### src/hdl/bit_rate_generator_defines.vh
// register map, field positions, reset values and division counts
// shared by the bit rate generator and its fractional divider module
// assumes a 32-bit avalon slave with byte addresses on 4 bits
`ifndef BIT_RATE_GENERATOR_DEFINES_VH
`define BIT_RATE_GENERATOR_DEFINES_VH

// register byte offsets
`define OFS_CTRL         4'h0
`define OFS_STATUS       4'h4
`define OFS_CHAIN        4'h8

// control register fields and reset value
`define CTRL_USE_SW_BIT  0
`define CTRL_CODE_LSB    4
`define CTRL_CODE_MSB    7
`define CTRL_RST         8'h00

// status register fields
`define STAT_SCAN_LSB    0
`define STAT_SCAN_MSB    2
`define STAT_RATE_BIT    3
`define STAT_EXT_BIT     4
`define STAT_INIT_BIT    5
`define STAT_MASTER_BIT  6

// scan counter and divider counts
`define SCAN_LAST        3'h7
`define DIV_110          22
`define DIV_134          18
`define DIV_200          6
`define DIV_50           4
`define FRAC_SHORT       5
`define FRAC_LONG        6
`define FRAC_HIGH        3
`define FRAC_PHASES      3

`endif

### src/hdl/bit_rate_generator.v
// programmable bit rate generator with scan counter for eight channels
// assumes osc, external timing and rate pins are asynchronous to clk,
// and a master timing far slower than clk (a few MHz against 100 MHz)
`timescale 1ns/10ps
`include "bit_rate_generator_defines.vh"
`default_nettype none

module bit_rate_generator (
	input  wire        clk,
	input  wire        rst,
	input  wire        osc_in,
	input  wire        ext_timing_in,
	input  wire        ext_timing_select_n,
	input  wire [3:0]  rate_code,
	input  wire        mux_aux_in,
	output reg         master_clk_out,
	output reg         rate_out,
	output reg  [2:0]  scan_count,
	input  wire [3:0]  avs_address,
	input  wire        avs_read,
	input  wire        avs_write,
	input  wire [31:0] avs_writedata,
	input  wire [3:0]  avs_byteenable,
	output reg  [31:0] avs_readdata,
	output reg         avs_waitrequest
);

	// true when chain bit k goes 0 to 1 on this carry
	function bit_rises;
		input [7:0] c;
		input [2:0] k;
		reg   [7:0] lowm;
		begin
			lowm      = (8'h01 << k) - 8'h01;
			bit_rises = ((c & lowm) == lowm) & ~c[k];
		end
	endfunction

	// two-flop synchronisers for every pin input
	reg  [7:0] sync1_r;
	reg  [7:0] sync2_r;
	wire       osc_s;
	wire       ext_s;
	wire       sel_n_s;
	wire       aux_s;
	wire [3:0] code_s;

	always @(posedge clk)
	begin
		if (rst)
		begin
			// select idles high: a low reset value would fake a fall
			sync1_r <= 8'h04;
			sync2_r <= 8'h04;
		end
		else
		begin
			sync1_r <= {mux_aux_in, rate_code, ext_timing_select_n,
				ext_timing_in, osc_in};
			sync2_r <= sync1_r;
		end
	end

	assign osc_s   = sync2_r[0];
	assign ext_s   = sync2_r[1];
	assign sel_n_s = sync2_r[2];
	assign code_s  = sync2_r[6:3];
	assign aux_s   = sync2_r[7];

	// master timing select and initialization state
	reg  init_r;
	reg  sel_prev_r;
	reg  ext_prev_r;
	reg  master_prev_r;
	wire ext_mode;
	wire master_lvl;
	wire tick;
	wire clr;

	assign ext_mode   = ~sel_n_s;
	assign master_lvl = ext_mode ? ext_s : osc_s;
	assign tick       = master_lvl & ~master_prev_r & ~init_r;
	assign clr        = rst | init_r;

	// reset holds from select fall through the first external high phase
	always @(posedge clk)
	begin
		if (rst)
		begin
			init_r        <= 1'b1;
			sel_prev_r    <= 1'b1;
			ext_prev_r    <= 1'b0;
			master_prev_r <= 1'b0;
		end
		else
		begin
			sel_prev_r    <= sel_n_s;
			ext_prev_r    <= ext_s;
			master_prev_r <= master_lvl;
			if (sel_prev_r & ~sel_n_s)
				init_r <= 1'b1;
			else if (~ext_mode)
				init_r <= 1'b0;
			else if (ext_prev_r & ~ext_s)
				init_r <= 1'b0;
		end
	end

	// clock output mirrors master timing, one clk late like the counters
	always @(posedge clk)
	begin
		if (rst)
			master_clk_out <= 1'b0;
		else
			master_clk_out <= master_lvl;
	end

	// scan counter and 8-bit chain, never gated by the rate code
	reg  [7:0] chain_r;
	wire       carry;

	assign carry = tick & (scan_count == `SCAN_LAST);

	always @(posedge clk)
	begin
		if (clr)
		begin
			scan_count <= 3'h0;
			chain_r    <= 8'h00;
		end
		else
		begin
			if (tick)
				scan_count <= scan_count + 3'h1;
			if (carry)
				chain_r <= chain_r + 8'h01;
		end
	end

	// chain bit 0 is 16x 9600 baud: 2.4576 MHz / 8 / 2
	wire rise_9600;
	wire rise_2400;
	wire rise_1200;
	wire rise_200;
	wire clk_1800;
	wire clk_110;
	wire clk_134;
	wire clk_200;
	wire clk_50;

	assign rise_9600 = carry & bit_rises(chain_r, 3'd0);
	assign rise_2400 = carry & bit_rises(chain_r, 3'd2);
	assign rise_1200 = carry & bit_rises(chain_r, 3'd3);

	frac_divider u_div_1800 (
		.clk      (clk),
		.rst      (clr),
		.src_rise (rise_9600),
		.clk_o    (clk_1800)
	);

	even_divider #(.DIV(`DIV_110)) u_div_110 (
		.clk      (clk),
		.rst      (clr),
		.src_rise (rise_2400),
		.clk_o    (clk_110),
		.rise_o   ()
	);

	even_divider #(.DIV(`DIV_134)) u_div_134 (
		.clk      (clk),
		.rst      (clr),
		.src_rise (rise_2400),
		.clk_o    (clk_134),
		.rise_o   ()
	);

	even_divider #(.DIV(`DIV_200)) u_div_200 (
		.clk      (clk),
		.rst      (clr),
		.src_rise (rise_1200),
		.clk_o    (clk_200),
		.rise_o   (rise_200)
	);

	// the 200 strobe lags one clk; harmless against a slow master edge
	even_divider #(.DIV(`DIV_50)) u_div_50 (
		.clk      (clk),
		.rst      (clr),
		.src_rise (rise_200),
		.clk_o    (clk_50),
		.rise_o   ()
	);

	// control register: software may override the rate code pins
	reg  [7:0] ctrl_r;
	wire [3:0] code_sel;

	assign code_sel = ctrl_r[`CTRL_USE_SW_BIT]
		? ctrl_r[`CTRL_CODE_MSB:`CTRL_CODE_LSB] : code_s;

	// rate multiplexer
	reg mux_out;

	always @*
	begin
		case (code_sel)
		4'h0, 4'h1: mux_out = aux_s;
		4'h2: mux_out = clk_50;
		4'h3: mux_out = chain_r[7];
		4'h4: mux_out = clk_134;
		4'h5: mux_out = clk_200;
		4'h6: mux_out = chain_r[4];
		4'h7: mux_out = chain_r[2];
		4'h8: mux_out = chain_r[0];
		4'h9: mux_out = chain_r[1];
		4'hA: mux_out = clk_1800;
		4'hB: mux_out = chain_r[3];
		4'hC: mux_out = chain_r[2];
		4'hD: mux_out = chain_r[5];
		4'hE: mux_out = chain_r[6];
		4'hF: mux_out = clk_110;
		default: mux_out = 1'b0;
		endcase
	end

	// output flip-flop samples the old mux value on the scan edge
	always @(posedge clk)
	begin
		if (clr)
			rate_out <= 1'b0;
		else if (tick)
			rate_out <= mux_out;
	end

	// avalon slave: one wait cycle, then the access completes
	wire req;
	wire done;
	reg  [31:0] rd_nxt;

	assign req  = avs_read | avs_write;
	assign done = req & ~avs_waitrequest;

	always @*
	begin
		rd_nxt = 32'h0000_0000;
		case (avs_address)
		`OFS_CTRL:
			rd_nxt[7:0] = ctrl_r;
		`OFS_STATUS:
		begin
			rd_nxt[`STAT_SCAN_MSB:`STAT_SCAN_LSB] = scan_count;
			rd_nxt[`STAT_RATE_BIT]   = rate_out;
			rd_nxt[`STAT_EXT_BIT]    = ext_mode;
			rd_nxt[`STAT_INIT_BIT]   = init_r;
			rd_nxt[`STAT_MASTER_BIT] = master_lvl;
		end
		`OFS_CHAIN:
			rd_nxt[7:0] = chain_r;
		default:
			rd_nxt = 32'h0000_0000; // unmapped reads zero
		endcase
	end

	always @(posedge clk)
	begin
		if (rst)
		begin
			avs_waitrequest <= 1'b1;
			avs_readdata    <= 32'h0000_0000;
			ctrl_r          <= `CTRL_RST;
		end
		else
		begin
			avs_waitrequest <= ~(req & avs_waitrequest);
			if (req & avs_waitrequest)
				avs_readdata <= rd_nxt;
			if (done & avs_write & avs_byteenable[0]
				& (avs_address == `OFS_CTRL))
				ctrl_r <= avs_writedata[7:0];
		end
	end

endmodule
`default_nettype wire

### src/hdl/even_divider.v
// even integer divider of a rate clock given as rising-edge strobes
// assumes src_rise is a one-cycle pulse on the system clock
`timescale 1ns/10ps
`default_nettype none

module even_divider #(
	parameter DIV = 4
) (
	input  wire clk,
	input  wire rst,
	input  wire src_rise,
	output reg  clk_o,
	output reg  rise_o
);

	// the count is four bits wide, so DIV may reach 32
	localparam [31:0] HALF_WIDE = DIV / 2 - 1;
	localparam [3:0]  HALF_LAST = HALF_WIDE[3:0];

	reg [3:0] cnt_r;

	// toggle every DIV/2 source edges, so the duty stays at one half
	always @(posedge clk)
	begin
		if (rst)
		begin
			cnt_r  <= 4'h0;
			clk_o  <= 1'b0;
			rise_o <= 1'b0;
		end
		else
		begin
			rise_o <= 1'b0;
			if (src_rise)
			begin
				if (cnt_r == HALF_LAST)
				begin
					cnt_r  <= 4'h0;
					clk_o  <= ~clk_o;
					rise_o <= ~clk_o; // rise strobe feeds a later stage
				end
				else
					cnt_r <= cnt_r + 4'h1;
			end
		end
	end

endmodule
`default_nettype wire

### src/hdl/frac_divider.v
// divide-by-16/3 of a rate clock given as rising-edge strobes
// assumes src_rise is a one-cycle pulse on the system clock
`timescale 1ns/10ps
`include "bit_rate_generator_defines.vh"
`default_nettype none

module frac_divider (
	input  wire clk,
	input  wire rst,
	input  wire src_rise,
	output reg  clk_o
);

	reg [2:0] cnt_r;
	reg [1:0] phase_r;
	reg [2:0] last;
	reg [2:0] cnt_nxt;
	reg [1:0] phase_nxt;

	// periods 5,5,6: sixteen source cycles per three outputs, error back to 0
	always @*
	begin
		last      = (phase_r == 2'd2) ? 3'd`FRAC_LONG - 3'd1
			: 3'd`FRAC_SHORT - 3'd1;
		cnt_nxt   = cnt_r;
		phase_nxt = phase_r;
		if (src_rise)
		begin
			if (cnt_r == last)
			begin
				cnt_nxt   = 3'd0;
				phase_nxt = (phase_r == 2'd`FRAC_PHASES - 2'd1) ? 2'd0
					: phase_r + 2'd1;
			end
			else
				cnt_nxt = cnt_r + 3'd1;
		end
	end

	// high for three source cycles of each period; duty not symmetric
	always @(posedge clk)
	begin
		if (rst)
		begin
			cnt_r   <= 3'd0;
			phase_r <= 2'd0;
			clk_o   <= 1'b0;
		end
		else
		begin
			cnt_r   <= cnt_nxt;
			phase_r <= phase_nxt;
			clk_o   <= (cnt_nxt < 3'd`FRAC_HIGH);
		end
	end

endmodule
`default_nettype wire
### config.mk
export PLATFORM = sky130hd
export DESIGN_NAME = bit_rate_generator
export DESIGN_NICKNAME = d
export VERILOG_FILES = /design/src/hdl/bit_rate_generator.v /design/src/hdl/even_divider.v /design/src/hdl/frac_divider.v
export VERILOG_INCLUDE_DIRS = /design/src /design/src/hdl
export SDC_FILE = /design/constraint.sdc
export NUM_CORES = 1
export LEC_CHECK = 0
export ABC_AREA = 1
export BUFFER_PORTS_ARGS = -buffer_cell sky130_fd_sc_hd__buf_2
export CAP_MARGIN = 0
export CORE_MARGIN = 8
export CORE_UTILIZATION = 30
export DETAILED_ROUTE_END_ITERATION = 6
export PLACE_DENSITY = 0.57
export SYNTH_ARGS = -nofsm -noshare
export SYNTH_HDL_FRONTEND = slang
export SYNTH_SLANG_ARGS = --single-unit
### constraint.sdc
create_clock -name clk -period 2 [get_ports clk]
set_input_delay 0.2 -clock clk [delete_from_list [all_inputs] [get_ports clk]]
set_output_delay 0.2 -clock clk [all_outputs]
set_load 0.02 [all_outputs]
# After elaboration in Yosys (flattened, before gate mapping)
# Index checks and enable logic that the tools add are counted.
# totals
register_bits	76
latchBits	0
mem_bits_rw	0
mem_bits_ro	0
inputBits	52
output_inout_bits	38
memories	0
# classes
add_sub_neg	8
n_mul	0
n_div	0
n_lt_le_gt_ge	1
eq_ne	26
shift	0
n_mux	15
n_bitwise	32
reduce_logical	12
# op_table
cell	count
$eq 4x4->1 const B	11
$pmux 7 s3	1
$eq 4x3->1 const B	5
$mux 4	5
$add 4x1->4 const B	4
$and 1x1->1	15
$not 1->1	15
$pmux 1 s14	1
$eq 4x2->1 const B	3
$reduce_and 2->1	5
$add 8x1->8 const B	1
$eq 4x1->1 const B	2
$logic_not 4->1	2
$add 3x1->3 const B	2
$eq 3x3->1 const B	2
$mux 3	2
$reduce_or 2->1	3
$eq 2x2->1 const B	2
$mux 1	4
$eq 3x3->1	1
$lt 3x2->1 const B	1
$reduce_or 3->1	1
$add 2x1->2 const B	1
$mux 2	1
other kinds (3)	4

# Logic depth before layout (Yosys ltp)
# Gate-level depths: netlist of run 1.
# depth
depth_word	7
ltp_mapped	13
ltp_nobuf	12

# Hierarchy
# Synthesis of run 1 repeated with hierarchy kept, for this count alone.
# unflattened
hier_cells	520
hier_area_um2	3753.6
# modules_own_cells
mod	instances	cells_per_inst	area_each_um2
bit_rate_generator	1	329	2386.0
frac_divider	1	46	332.8
even_divider (u_div_134)	1	37	277.8
even_divider (u_div_110)	1	40	269.0
even_divider (u_div_200)	1	35	254.0
even_divider (u_div_50)	1	33	234.0

# Worst setup path before layout of run 1
# OpenSTA, ideal clock, no wires.
# synth_path
kind	reg2reg
start	reg scan_count[0]
end	reg u_div_1800.phase_r[1]
t_arrival_ns	1.541
required_time_ns	1.883
path_slack_ns	0.341
path_stages_with_launch	12
path_cell_list	dfxtp_1 ha_1 ha_1 inv_1 nor2_8 inv_6 nor2_8 inv_2 nor2_4 inv_1 a21oi_1 nor2_1
# synth_via
elab_chain_len	4
# synth_lines
element	line	rtl
from (decl)	bit_rate_generator.v:18	output reg [2:0] scan_count,
from (signal assigned)	bit_rate_generator.v:134	scan_count <= scan_count + 3'h1;
$eq 3x3->1 (no line)	-	
$and 1x1->1	bit_rate_generator.v:122	assign carry = tick & (scan_count == `SCAN_LAST);
$and 1x1->1	bit_rate_generator.v:151	assign rise_9600 = carry & bit_rises(chain_r, 3'd0);
$reduce_and 2->1 (no line)	-	
to (signal assigned)	frac_divider.v:52	phase_r <= phase_nxt;
to (decl)	frac_divider.v:15	reg [1:0] phase_r;
# No other way between the ends.
# A chain may end at the register's enable or synchronous reset.

# Worst setup path in the final report of run 1
# layout_path
start	reg scan_count[0]
end	reg u_div_1800.phase_r[0]
# The elaborated chain is that of the path after synthesis.

==> impl_metrics.json, run 1 <==
{
  "status": "completed",
  "reg2reg_depth": 11,
  "cpPeakStageDelay_ns": 0.40,
  "diodes": 0,
  "vias": 3019,
  "cts_buffers": 9,
  "finalSetupViolCount": 0,
  "grt_pass1_vias": 3008,
  "post_drt_wl_per_cell_microns": 10.9,
  "core_area_sq_um": 11900,
  "p_leak_nw": 1.83,
  "final_util_pct": 35.4,
  "cp_cell_sequence": "ha_1 > ha_1 > inv_1 > nor2_8 > inv_6 > nor2_8 > inv_2 > nor2_4 > inv_1 > a21oi_1 > nor2_1",
  "drtPass1Iterations": 4,
  "fp.dieW_microns": 126,
  "clk_pin_slew_ns": 0.06,
  "total_power_mw": 3.36,
  "drc": 0,
  "drv_slew": 0,
  "fp.dieArea_sq_um": 15800,
  "synth_top_area_share_pct": 42.3,
  "ctsHoldBuffers": 0,
  "vias_per_cell": 4.35,
  "drtIter0Drc": 144,
  "yosysWarnings": 0,
  "finalWirelength_microns": 7560,
  "yosysUniqueCellTypes": 41,
  "hold_violations": 0,
  "power_density_nw_per_um2": 799,
  "start_util_pct": 30.4,
  "area_delta_synth_final_pct": 16.7,
  "placedCellCount": 678,
  "rrSetupSlack_ns": 0.32,
  "finalSetupTns_ns": 0,
  "clk_latency_ns": 0.33,
  "htree_levels": 3,
  "grt_util_all_layers_pct": 10.0,
  "crit_path_end_kind": "register",
  "cp_data_arrival_time_ns": 1.91,
  "rsz0062_at_grt": "no",
  "pin_count": 90,
  "clock_sinks": 76,
  "period_needed_ns": 1.68,
  "hold_path_class": "input port to register",
  "worstSetupPathType": "register to register",
  "antenna_found_initial": 0,
  "place_congestion": 0.797,
  "postSynthCellCount": 495,
  "root_buffer": "clkbuf_16",
  "dp_hpwl_microns": 5770,
  "syn-cell-area_sq_um": 3600,
  "clock.fmax_mhz": 594,
  "critPathSlowestCell": "dfxtp_1",
  "postCtsSetupBuffers": 0,
  "peakVddDrop_uv": 513,
  "period_share_pct": 84.2,
  "die_h_microns": 126,
  "max_cap_violations": 0,
  "grt-ovfl-total": 0,
  "syn_area_per_cell_sq_um": 7.27,
  "final_layout_size_suffix_gt1_share_pct": 15.4,
  "rows": 40,
  "port_buffers": 38,
  "final_cells": 694,
  "yosys_register_bits": 76,
  "fillCellCount": 1278,
  "synth_area_leaders": "dfxtp_1 42%, nand2_1 11%, inv_1 7.0%",
  "finalNetCount": 602,
  "grt_max_degree": 18,
  "worst_hold_slack_ns": 0.0524,
  "cts_tree": "done",
  "ctsResizeCount": 0,
  "critical_path_required_ns": 2.22,
  "grt_pass1_wl_microns": 13200,
  "cts_max_path_buffers": 2,
  "cp-start-kind": "register",
  "hold_depth": 2,
  "yosys.area.top_type": "dfxtp_1",
  "synth-seq-area-share_pct": 42.3,
  "fin_skew_ns": 0.00614,
  "ant_nets": 0,
  "crit_fanout": 7
}
state kept, by name, summed over array words and instances, names as in the netlist, 2 cells and up:
name and cells:
avs_readdata 8, chain_r 8, ctrl_r 8, scan_count 3
sync1_r 8, sync2_r 8, u_div_110.cnt_r 4, u_div_134.cnt_r 4
u_div_1800.cnt_r 3, u_div_1800.phase_r 2, u_div_200.cnt_r 4, u_div_50.cnt_r 4
final timing paths:
| kind | start | end |
|---|---|---|
| max | scan_count[0] | u_div_1800.phase_r[0] |
| min | ext_timing_select_n | sync1_r[2] |
| max reg2reg | scan_count[0] | u_div_1800.phase_r[0] |
| min reg2reg | sync1_r[5] | sync2_r[5] |
cells in the mapped netlist (all sizes together):
cell type	number
a211oi	2
a21oi	39
and2	2
buf	26
clkbuf	6
clkinv	3
conb	1
dfxtp	76
ha	8
inv	70
nand2	108
nand3	27
nand4	1
nor2	63
nor3	19
nor3b	3
nor4	1
o211ai	4
o21a	1
o21ai	24
o21bai	1
o221ai	1
o22ai	1
or2	3
xnor2	2
xor2	3
metrics by stage:
| stage | instance area [sq um] | setup slack, ns |
|---|---|---|
| floorplan | 3690 | 0.341 |
| global placement | 3900 | 0.361 |
| detailed placement | 3900 | 0.310 |
| CTS | 4200 | 0.304 |
| global route | 4200 | 0.114 |
| finish | 4200 | 0.315 |
worst max-delay path: cells and delay by family (launching register included):
kind / cells / cell delay, ns
buf+inv: 4 / 0.28
fa+ha+maj: 2 / 0.33
compound gates: 1 / 0.12
flops: 1 / 0.40
simple gates: 4 / 0.45
cell type report:
type / instances / area (sq um) / share of cell area (%)
Tap cell: 147 / 184 / 4.38
Timing Repair Buffer: 45 / 243 / 5.78
Multi-Input combinational cell: 337 / 1670 / 39.8
Clock buffer: 9 / 225 / 5.36
Clock inverter: 7 / 75.1 / 1.79
Sequential cell: 76 / 1520 / 36.2
Inverter: 73 / 280 / 6.67
where the power goes:
group / switching, mW / internal, mW
Sequential: 0.0103 / 1.54
Clock: 0.648 / 0.972
Combinational: 0.137 / 0.0528
Total: 0.796 / 2.56
layout by cell type (no fill, tap or decap), types with 17 or more instances in the layout:
master,instances
conb_1,24
dfxtp_1,76
nor3_1,17
buf_2,38
nand2_1,106
a21oi_1,39
nor2_1,57
o21ai_0,22
nand3_1,25
inv_1,67
cell families (layout without fill, tap and decap cells):
| kind of cell | count (synthesis) | count (layout) | share of synthesized area [%] |
|---|---|---|---|
| AOI/OAI and AO/OA | 73 | 73 | 11.0 |
| xor gates and xnor gates | 5 | 5 | 1.22 |
| adders and majority gates | 8 | 8 | 2.78 |
| buffers and inverters | 105 | 134 | 13.7 |
| DFF | 76 | 76 | 42.3 |
| other | 1 | 24 | 0.104 |
| and+or+nand+nor | 227 | 227 | 28.9 |
routing by layer:
| layer | global-route usage [%] | wire length, microns |
|---|---|---|
| met3 | 4.55 | 500 |
| met2 | 17.1 | 3440 |
| met1 | 10.9 | 3500 |
| met5 | 0 | 0 |
| met4 | 3.01 | 116 |
No activity file was read; power rests on OpenSTA's default activity.
==> run 2: changes to the inputs <==
==> constraint.sdc (replaced) <==
create_clock -name clk -period 1.6 [get_ports clk]
set_input_delay 0.16 -clock clk [delete_from_list [all_inputs] [get_ports clk]]
set_output_delay 0.16 -clock clk [all_outputs]
set_load 0.02 [all_outputs]
==> run 2 against run 1 <==
Net effect: final cell count rose by 2.3%; critical path depth did not move; clock skew is essentially flat; hold slack got worse by 0.034 ns; routed wire length up 3.5%; global-route usage rose by 0.39 points; clock-buffer cell count is 1 higher; combinational power up 35%; cell area grew 4.6%; critical path type unchanged; largest cell class unchanged.
==> impl_metrics.json, run 2 (synthesized netlist as in run 1, its figures left out) <==
{
  "status": "completed",
  "grt_pass1_wl_microns": 13800,
  "post_drt_wl_per_cell_microns": 11.0,
  "die_h_microns": 126,
  "root_buffer": "clkbuf_16",
  "rsz0062_at_grt": "yes",
  "hold_path_class": "input port to register",
  "fin_skew_ns": 0.00598,
  "cp-start-kind": "register",
  "cpPeakStageDelay_ns": 0.32,
  "pre_cts_ws_ns": -0.0317,
  "diodes": 0,
  "period_share_pct": 97.3,
  "r2r-start": "sync2_r[1]",
  "drtPass1Iterations": 4,
  "cp-startpoint": "sync2_r[1]",
  "drv_slew": 0,
  "fp.dieArea_sq_um": 15800,
  "dpl_cell_area_sq_um": 3970,
  "area_delta_synth_final_pct": 22.1,
  "worst_hold_slack_ns": 0.0180,
  "final_common_cell": "nand2_1",
  "core_area_sq_um": 11900,
  "drc": 0,
  "vias": 3065,
  "max_cap_violations": 0,
  "port_buffers": 38,
  "ctsHoldBuffers": 0,
  "path_buf_inv": 4,
  "clk_pin_slew_ns": 0.06,
  "cts_max_path_buffers": 2,
  "ant_nets": 0,
  "final_cells": 710,
  "cts_buffers": 9,
  "hold_violations": 0,
  "antenna_found_initial": 0,
  "path_delay_family": "simple AND/OR/NAND/NOR gates",
  "cp_cell_sequence": "inv_2 > o21ai_4 > nand3_4 > nor2_8 > inv_6 > nor2_8 > inv_4 > nor2_4 > inv_2 > a21oi_2 > nor2_1",
  "final_cell_area_sq_um": 4400,
  "fillCellCount": 1239,
  "finalNetCount": 618,
  "clock_sinks": 76,
  "clk_latency_ns": 0.33,
  "rrSetupSlack_ns": 0.04,
  "rows": 40,
  "grt_util_all_layers_pct": 10.4,
  "pin_count": 90,
  "crit_path_end_kind": "register",
  "placedCellCount": 687,
  "final_util_pct": 37.1,
  "finalWirelength_microns": 7820,
  "worstSetupPathType": "register to register",
  "final_layout_size_suffix_gt1_share_pct": 21.3,
  "period_needed_ns": 1.56,
  "crit_fanout": 6,
  "finalSetupViolCount": 0,
  "dp_hpwl_microns": 5790,
  "p_leak_nw": 1.89,
  "critPathSlowestCell": "dfxtp_2",
  "start_util_pct": 30.4,
  "drtIter0Drc": 142,
  "htree_levels": 3,
  "fp.dieW_microns": 126,
  "place_congestion": 0.808,
  "peakVddDrop_uv": 602,
  "vias_per_cell": 4.32,
  "critical_path_required_ns": 1.82,
  "fin_ws_ns": 0.0427,
  "grt-ovfl-total": 0,
  "cp_data_arrival_time_ns": 1.78,
  "power_density_nw_per_um2": 951,
  "grt_max_degree": 26,
  "clock.fmax_mhz": 642,
  "grt_pass1_vias": 3083,
  "cts_tree": "done",
  "layout_common_cells": "102 x nand2_1, 71 x dfxtp_1, 64 x inv_1",
  "hold_start": "ext_timing_select_n"
}
run 2: cell types whose count changed in the layout (fill, tap and decap cells not counted), sizes merged:
cell	before	now
inv	72	70
clkinvlp	3	4
buf	45	61
clkbuf	9	10
run 2: cell type report:
type	count	area [sq um]	area share [%]
Multi-Input combinational cell	337	1740	39.6
Clock inverter	6	65.1	1.48
Inverter	73	283	6.43
Timing Repair Buffer	61	363	8.25
Clock buffer	10	229	5.21
Sequential cell	76	1530	34.8
Tap cell	147	184	4.18
run 2: path summary, 6_finish.rpt:
kind	end	cells after the start
max reg2reg	u_div_1800.phase_r[0]	11
min reg2reg	sync2_r[1]	2
max	u_div_1800.phase_r[0]	11
min	sync1_r[2]	2
run 2: stage by stage:
step | total power [mW] | TNS (ns)
after global placement | 2.22 | 0
after CTS | 4.22 | 0
after detailed placement | 2.22 | -0.0902
final | 4.18 | 0
after global routing | 4.34 | -0.0919
after floorplan | 2.18 | 0
run 2: repair_timing:
action / 4_1_cts / 5_1_grt
gates resized for setup: 3 / 23
setup buffers: 2 / 5
setup endpoints to repair: 7 / 18
pin swaps: 2 / 5
run 2: report_power, final:
group	total, mW	switching [mW]	internal [mW]
Clock	1.99	0.788	1.20
Sequential	1.94	0.0135	1.92
Combinational	0.256	0.180	0.0762
run 2: layer usage:
| metal | up-vias | global-route usage [%] | routed length, microns |
|---|---|---|---|
| li1 | 1635 | - | - |
| met1 | 1361 | 12.1 | 3730 |
| met2 | 57 | 17.5 | 3580 |
| met3 | 12 | 3.44 | 403 |
| met4 | 0 | 3.72 | 108 |
| met5 | - | 0 | 0 |
==> run 3: changes to the inputs <==
--- a/config.mk
+++ b/config.mk
@@ -9,6 +9,7 @@
 export ABC_AREA = 1
 export BUFFER_PORTS_ARGS = -buffer_cell sky130_fd_sc_hd__buf_2
 export CAP_MARGIN = 0
+export CORE_ASPECT_RATIO = 0.8
 export CORE_MARGIN = 8
 export CORE_UTILIZATION = 30
 export DETAILED_ROUTE_END_ITERATION = 6
==> run 3 against run 2 <==
Net effect: the run now ends with negative setup slack left; sequential share of layout area fell by 0.27 points; first-iteration DRC count rose by 35%; utilization rose by 1.0 points; hold slack improved by 0.0093 ns; via count rose by 1.7%; worst setup slack got worse by 0.046 ns; clock-buffer cell count fell by 1; clock skew fell by 0.0013 ns; global-route usage barely moved; critical endpoint unchanged; highest routed layer unchanged.
==> impl_metrics.json, run 3 (synthesized netlist as in run 1, its figures left out) <==
{
  "path_buf_inv": 4,
  "root_buffer": "clkbuf_16",
  "critical_path_required_ns": 1.82,
  "period_needed_ns": 1.60,
  "finalSetupViolCount": 1,
  "final_util_pct": 38.1,
  "worstSetupPathType": "register to register",
  "grt_util_all_layers_pct": 10.4,
  "clk_pin_slew_ns": 0.06,
  "p_leak_nw": 1.94,
  "cts_max_path_buffers": 2,
  "diodes": 0,
  "die_h_microns": 114,
  "violations": "negative setup slack",
  "post_drt_wl_per_cell_microns": 11.4,
  "ant_nets": 0,
  "finalWirelength_microns": 8120,
  "grt_busiest_layer": "met2",
  "hold_path_class": "input port to register",
  "drtPass1Iterations": 4,
  "total_power_mw": 4.37,
  "rows": 35,
  "path_delay_family": "simple AND/OR/NAND/NOR gates",
  "final_common_cell": "nand2_1",
  "met3_usage_pct": 4.24,
  "cp_cell_sequence": "inv_2 > o21ai_4 > nand3_4 > nor2_8 > inv_6 > nor2_8 > inv_4 > nor2_4 > inv_2 > a21oi_1 > nor2_1",
  "grt_pass1_wl_microns": 13700,
  "finalSetupTns_ns": -0.00359,
  "area_delta_synth_final_pct": 22.8,
  "final_cell_area_sq_um": 4420,
  "cp-start-kind": "register",
  "grt_pass1_vias": 2992,
  "crit_path_end_kind": "register",
  "place_congestion": 0.839,
  "start_util_pct": 31.0,
  "fp.dieW_microns": 138,
  "finalNetCount": 621,
  "rrSetupSlack_ns": -0.004,
  "fin_skew_ns": 0.00472,
  "max_cap_violations": 0,
  "fin_ws_ns": -0.00359,
  "clock.fmax_mhz": 624,
  "antenna_found_initial": 0,
  "seqCellArea_sq_um": 1530,
  "peakVddDrop_uv": 483,
  "vias": 3118,
  "fp.dieArea_sq_um": 15800,
  "drc": 0,
  "clock_sinks": 76,
  "clk_latency_ns": 0.33,
  "pin_count": 90,
  "htree_levels": 3,
  "critPathSlowestCell": "dfxtp_2",
  "cts_buffers": 9,
  "dpl_cell_area_sq_um": 4020,
  "grt-ovfl-total": 0,
  "power_density_nw_per_um2": 988,
  "fillCellCount": 1203,
  "use_met1_pct": 13.3,
  "cpPeakStageDelay_ns": 0.32,
  "core_area_sq_um": 11600,
  "multi_input_comb_area_sq_um": 1710,
  "final_layout_size_suffix_gt1_share_pct": 21.0,
  "vias_per_cell": 4.37,
  "rsz0062_at_grt": "yes",
  "grt_max_degree": 25,
  "cts_tree": "done",
  "hold_violations": 0,
  "crit_fanout": 6,
  "drtIter0Drc": 191,
  "use_met2_pct": 15.7,
  "dp_hpwl_microns": 6360,
  "port_buffers": 38,
  "worst_hold_slack_ns": 0.0273,
  "status": "complete, but fails checks",
  "cp_data_arrival_time_ns": 1.83,
  "drv_slew": 0,
  "layout_common_cells": "101 x nand2_1, 72 x dfxtp_1, 63 x inv_1",
  "period_share_pct": 100
}
==> run 3: cell count changes in the layout (fill, tap and decap cells not counted), sizes merged <==
| cell | change |
|---|---|
| dlygate4sd3 | +1 |
| clkinvlp | -4 |
| inv | +2 |
| bufinv | +1 |
| buf | +2 |
| clkinv | +2 |
| clkbuf | -1 |
==> run 3: worst paths after layout <==
kind / startpoint / to / cells past startpoint
min: ext_timing_in / sync1_r[1] / 3
max reg2reg: sync2_r[1] / u_div_1800.phase_r[0] / 11
max: sync2_r[1] / u_div_1800.phase_r[0] / 11
min reg2reg: sync1_r[1] / sync2_r[1] / 2
==> run 3: layer usage <==
layer / up-vias / routed length [microns] / part of all wire, %
met5: - / 0 / 0
met4: 0 / 17 / 0.21
met3: 2 / 545 / 6.7
met2: 80 / 3500 / 43
met1: 1379 / 4050 / 50
li1: 1657 / - / -
==> run 3: power by group <==
group,internal [mW],switching (mW),leakage [nW]
clock,1.38,0.798,0.160
sequential,1.92,0.0142,0.618
combinational,0.0765,0.179,1.17
total,3.37,0.992,1.94
==> run 3: stage by stage <==
step	setup slack [ns]	instances
2_1_floorplan	0.0478	518
3_3_place_gp	0.0420	694
3_5_place_dp	0.00898	694
4_1_cts	0.000912	711
5_1_grt	-0.0783	714
6_report	-0.00359	714
==> run 3: final cells by class <==
cell class	count	area share, %
sequential	76	34.5
clock buffer	9	5.09
multi-input combinational	337	38.7
timing repair buffer	64	8.77
inverter	73	6.43
tap	148	4.19
clock inverter	7	2.26
==> run 3: worst reg2reg max path: cells and delay by family, from the launching register on <==
kind,cells,cell delay (ns)
simple gates,5,0.67
flops,1,0.32
compound gates,2,0.29
buf+inv,4,0.21
==> run 3: what timing repair did <==
action,in CTS,in global routing
buffers inserted,0,3
gates resized for setup,1,21
pin swaps,0,6
hold buffers,1,0
setup endpoints to repair,2,20
hold endpoints to repair,1,0
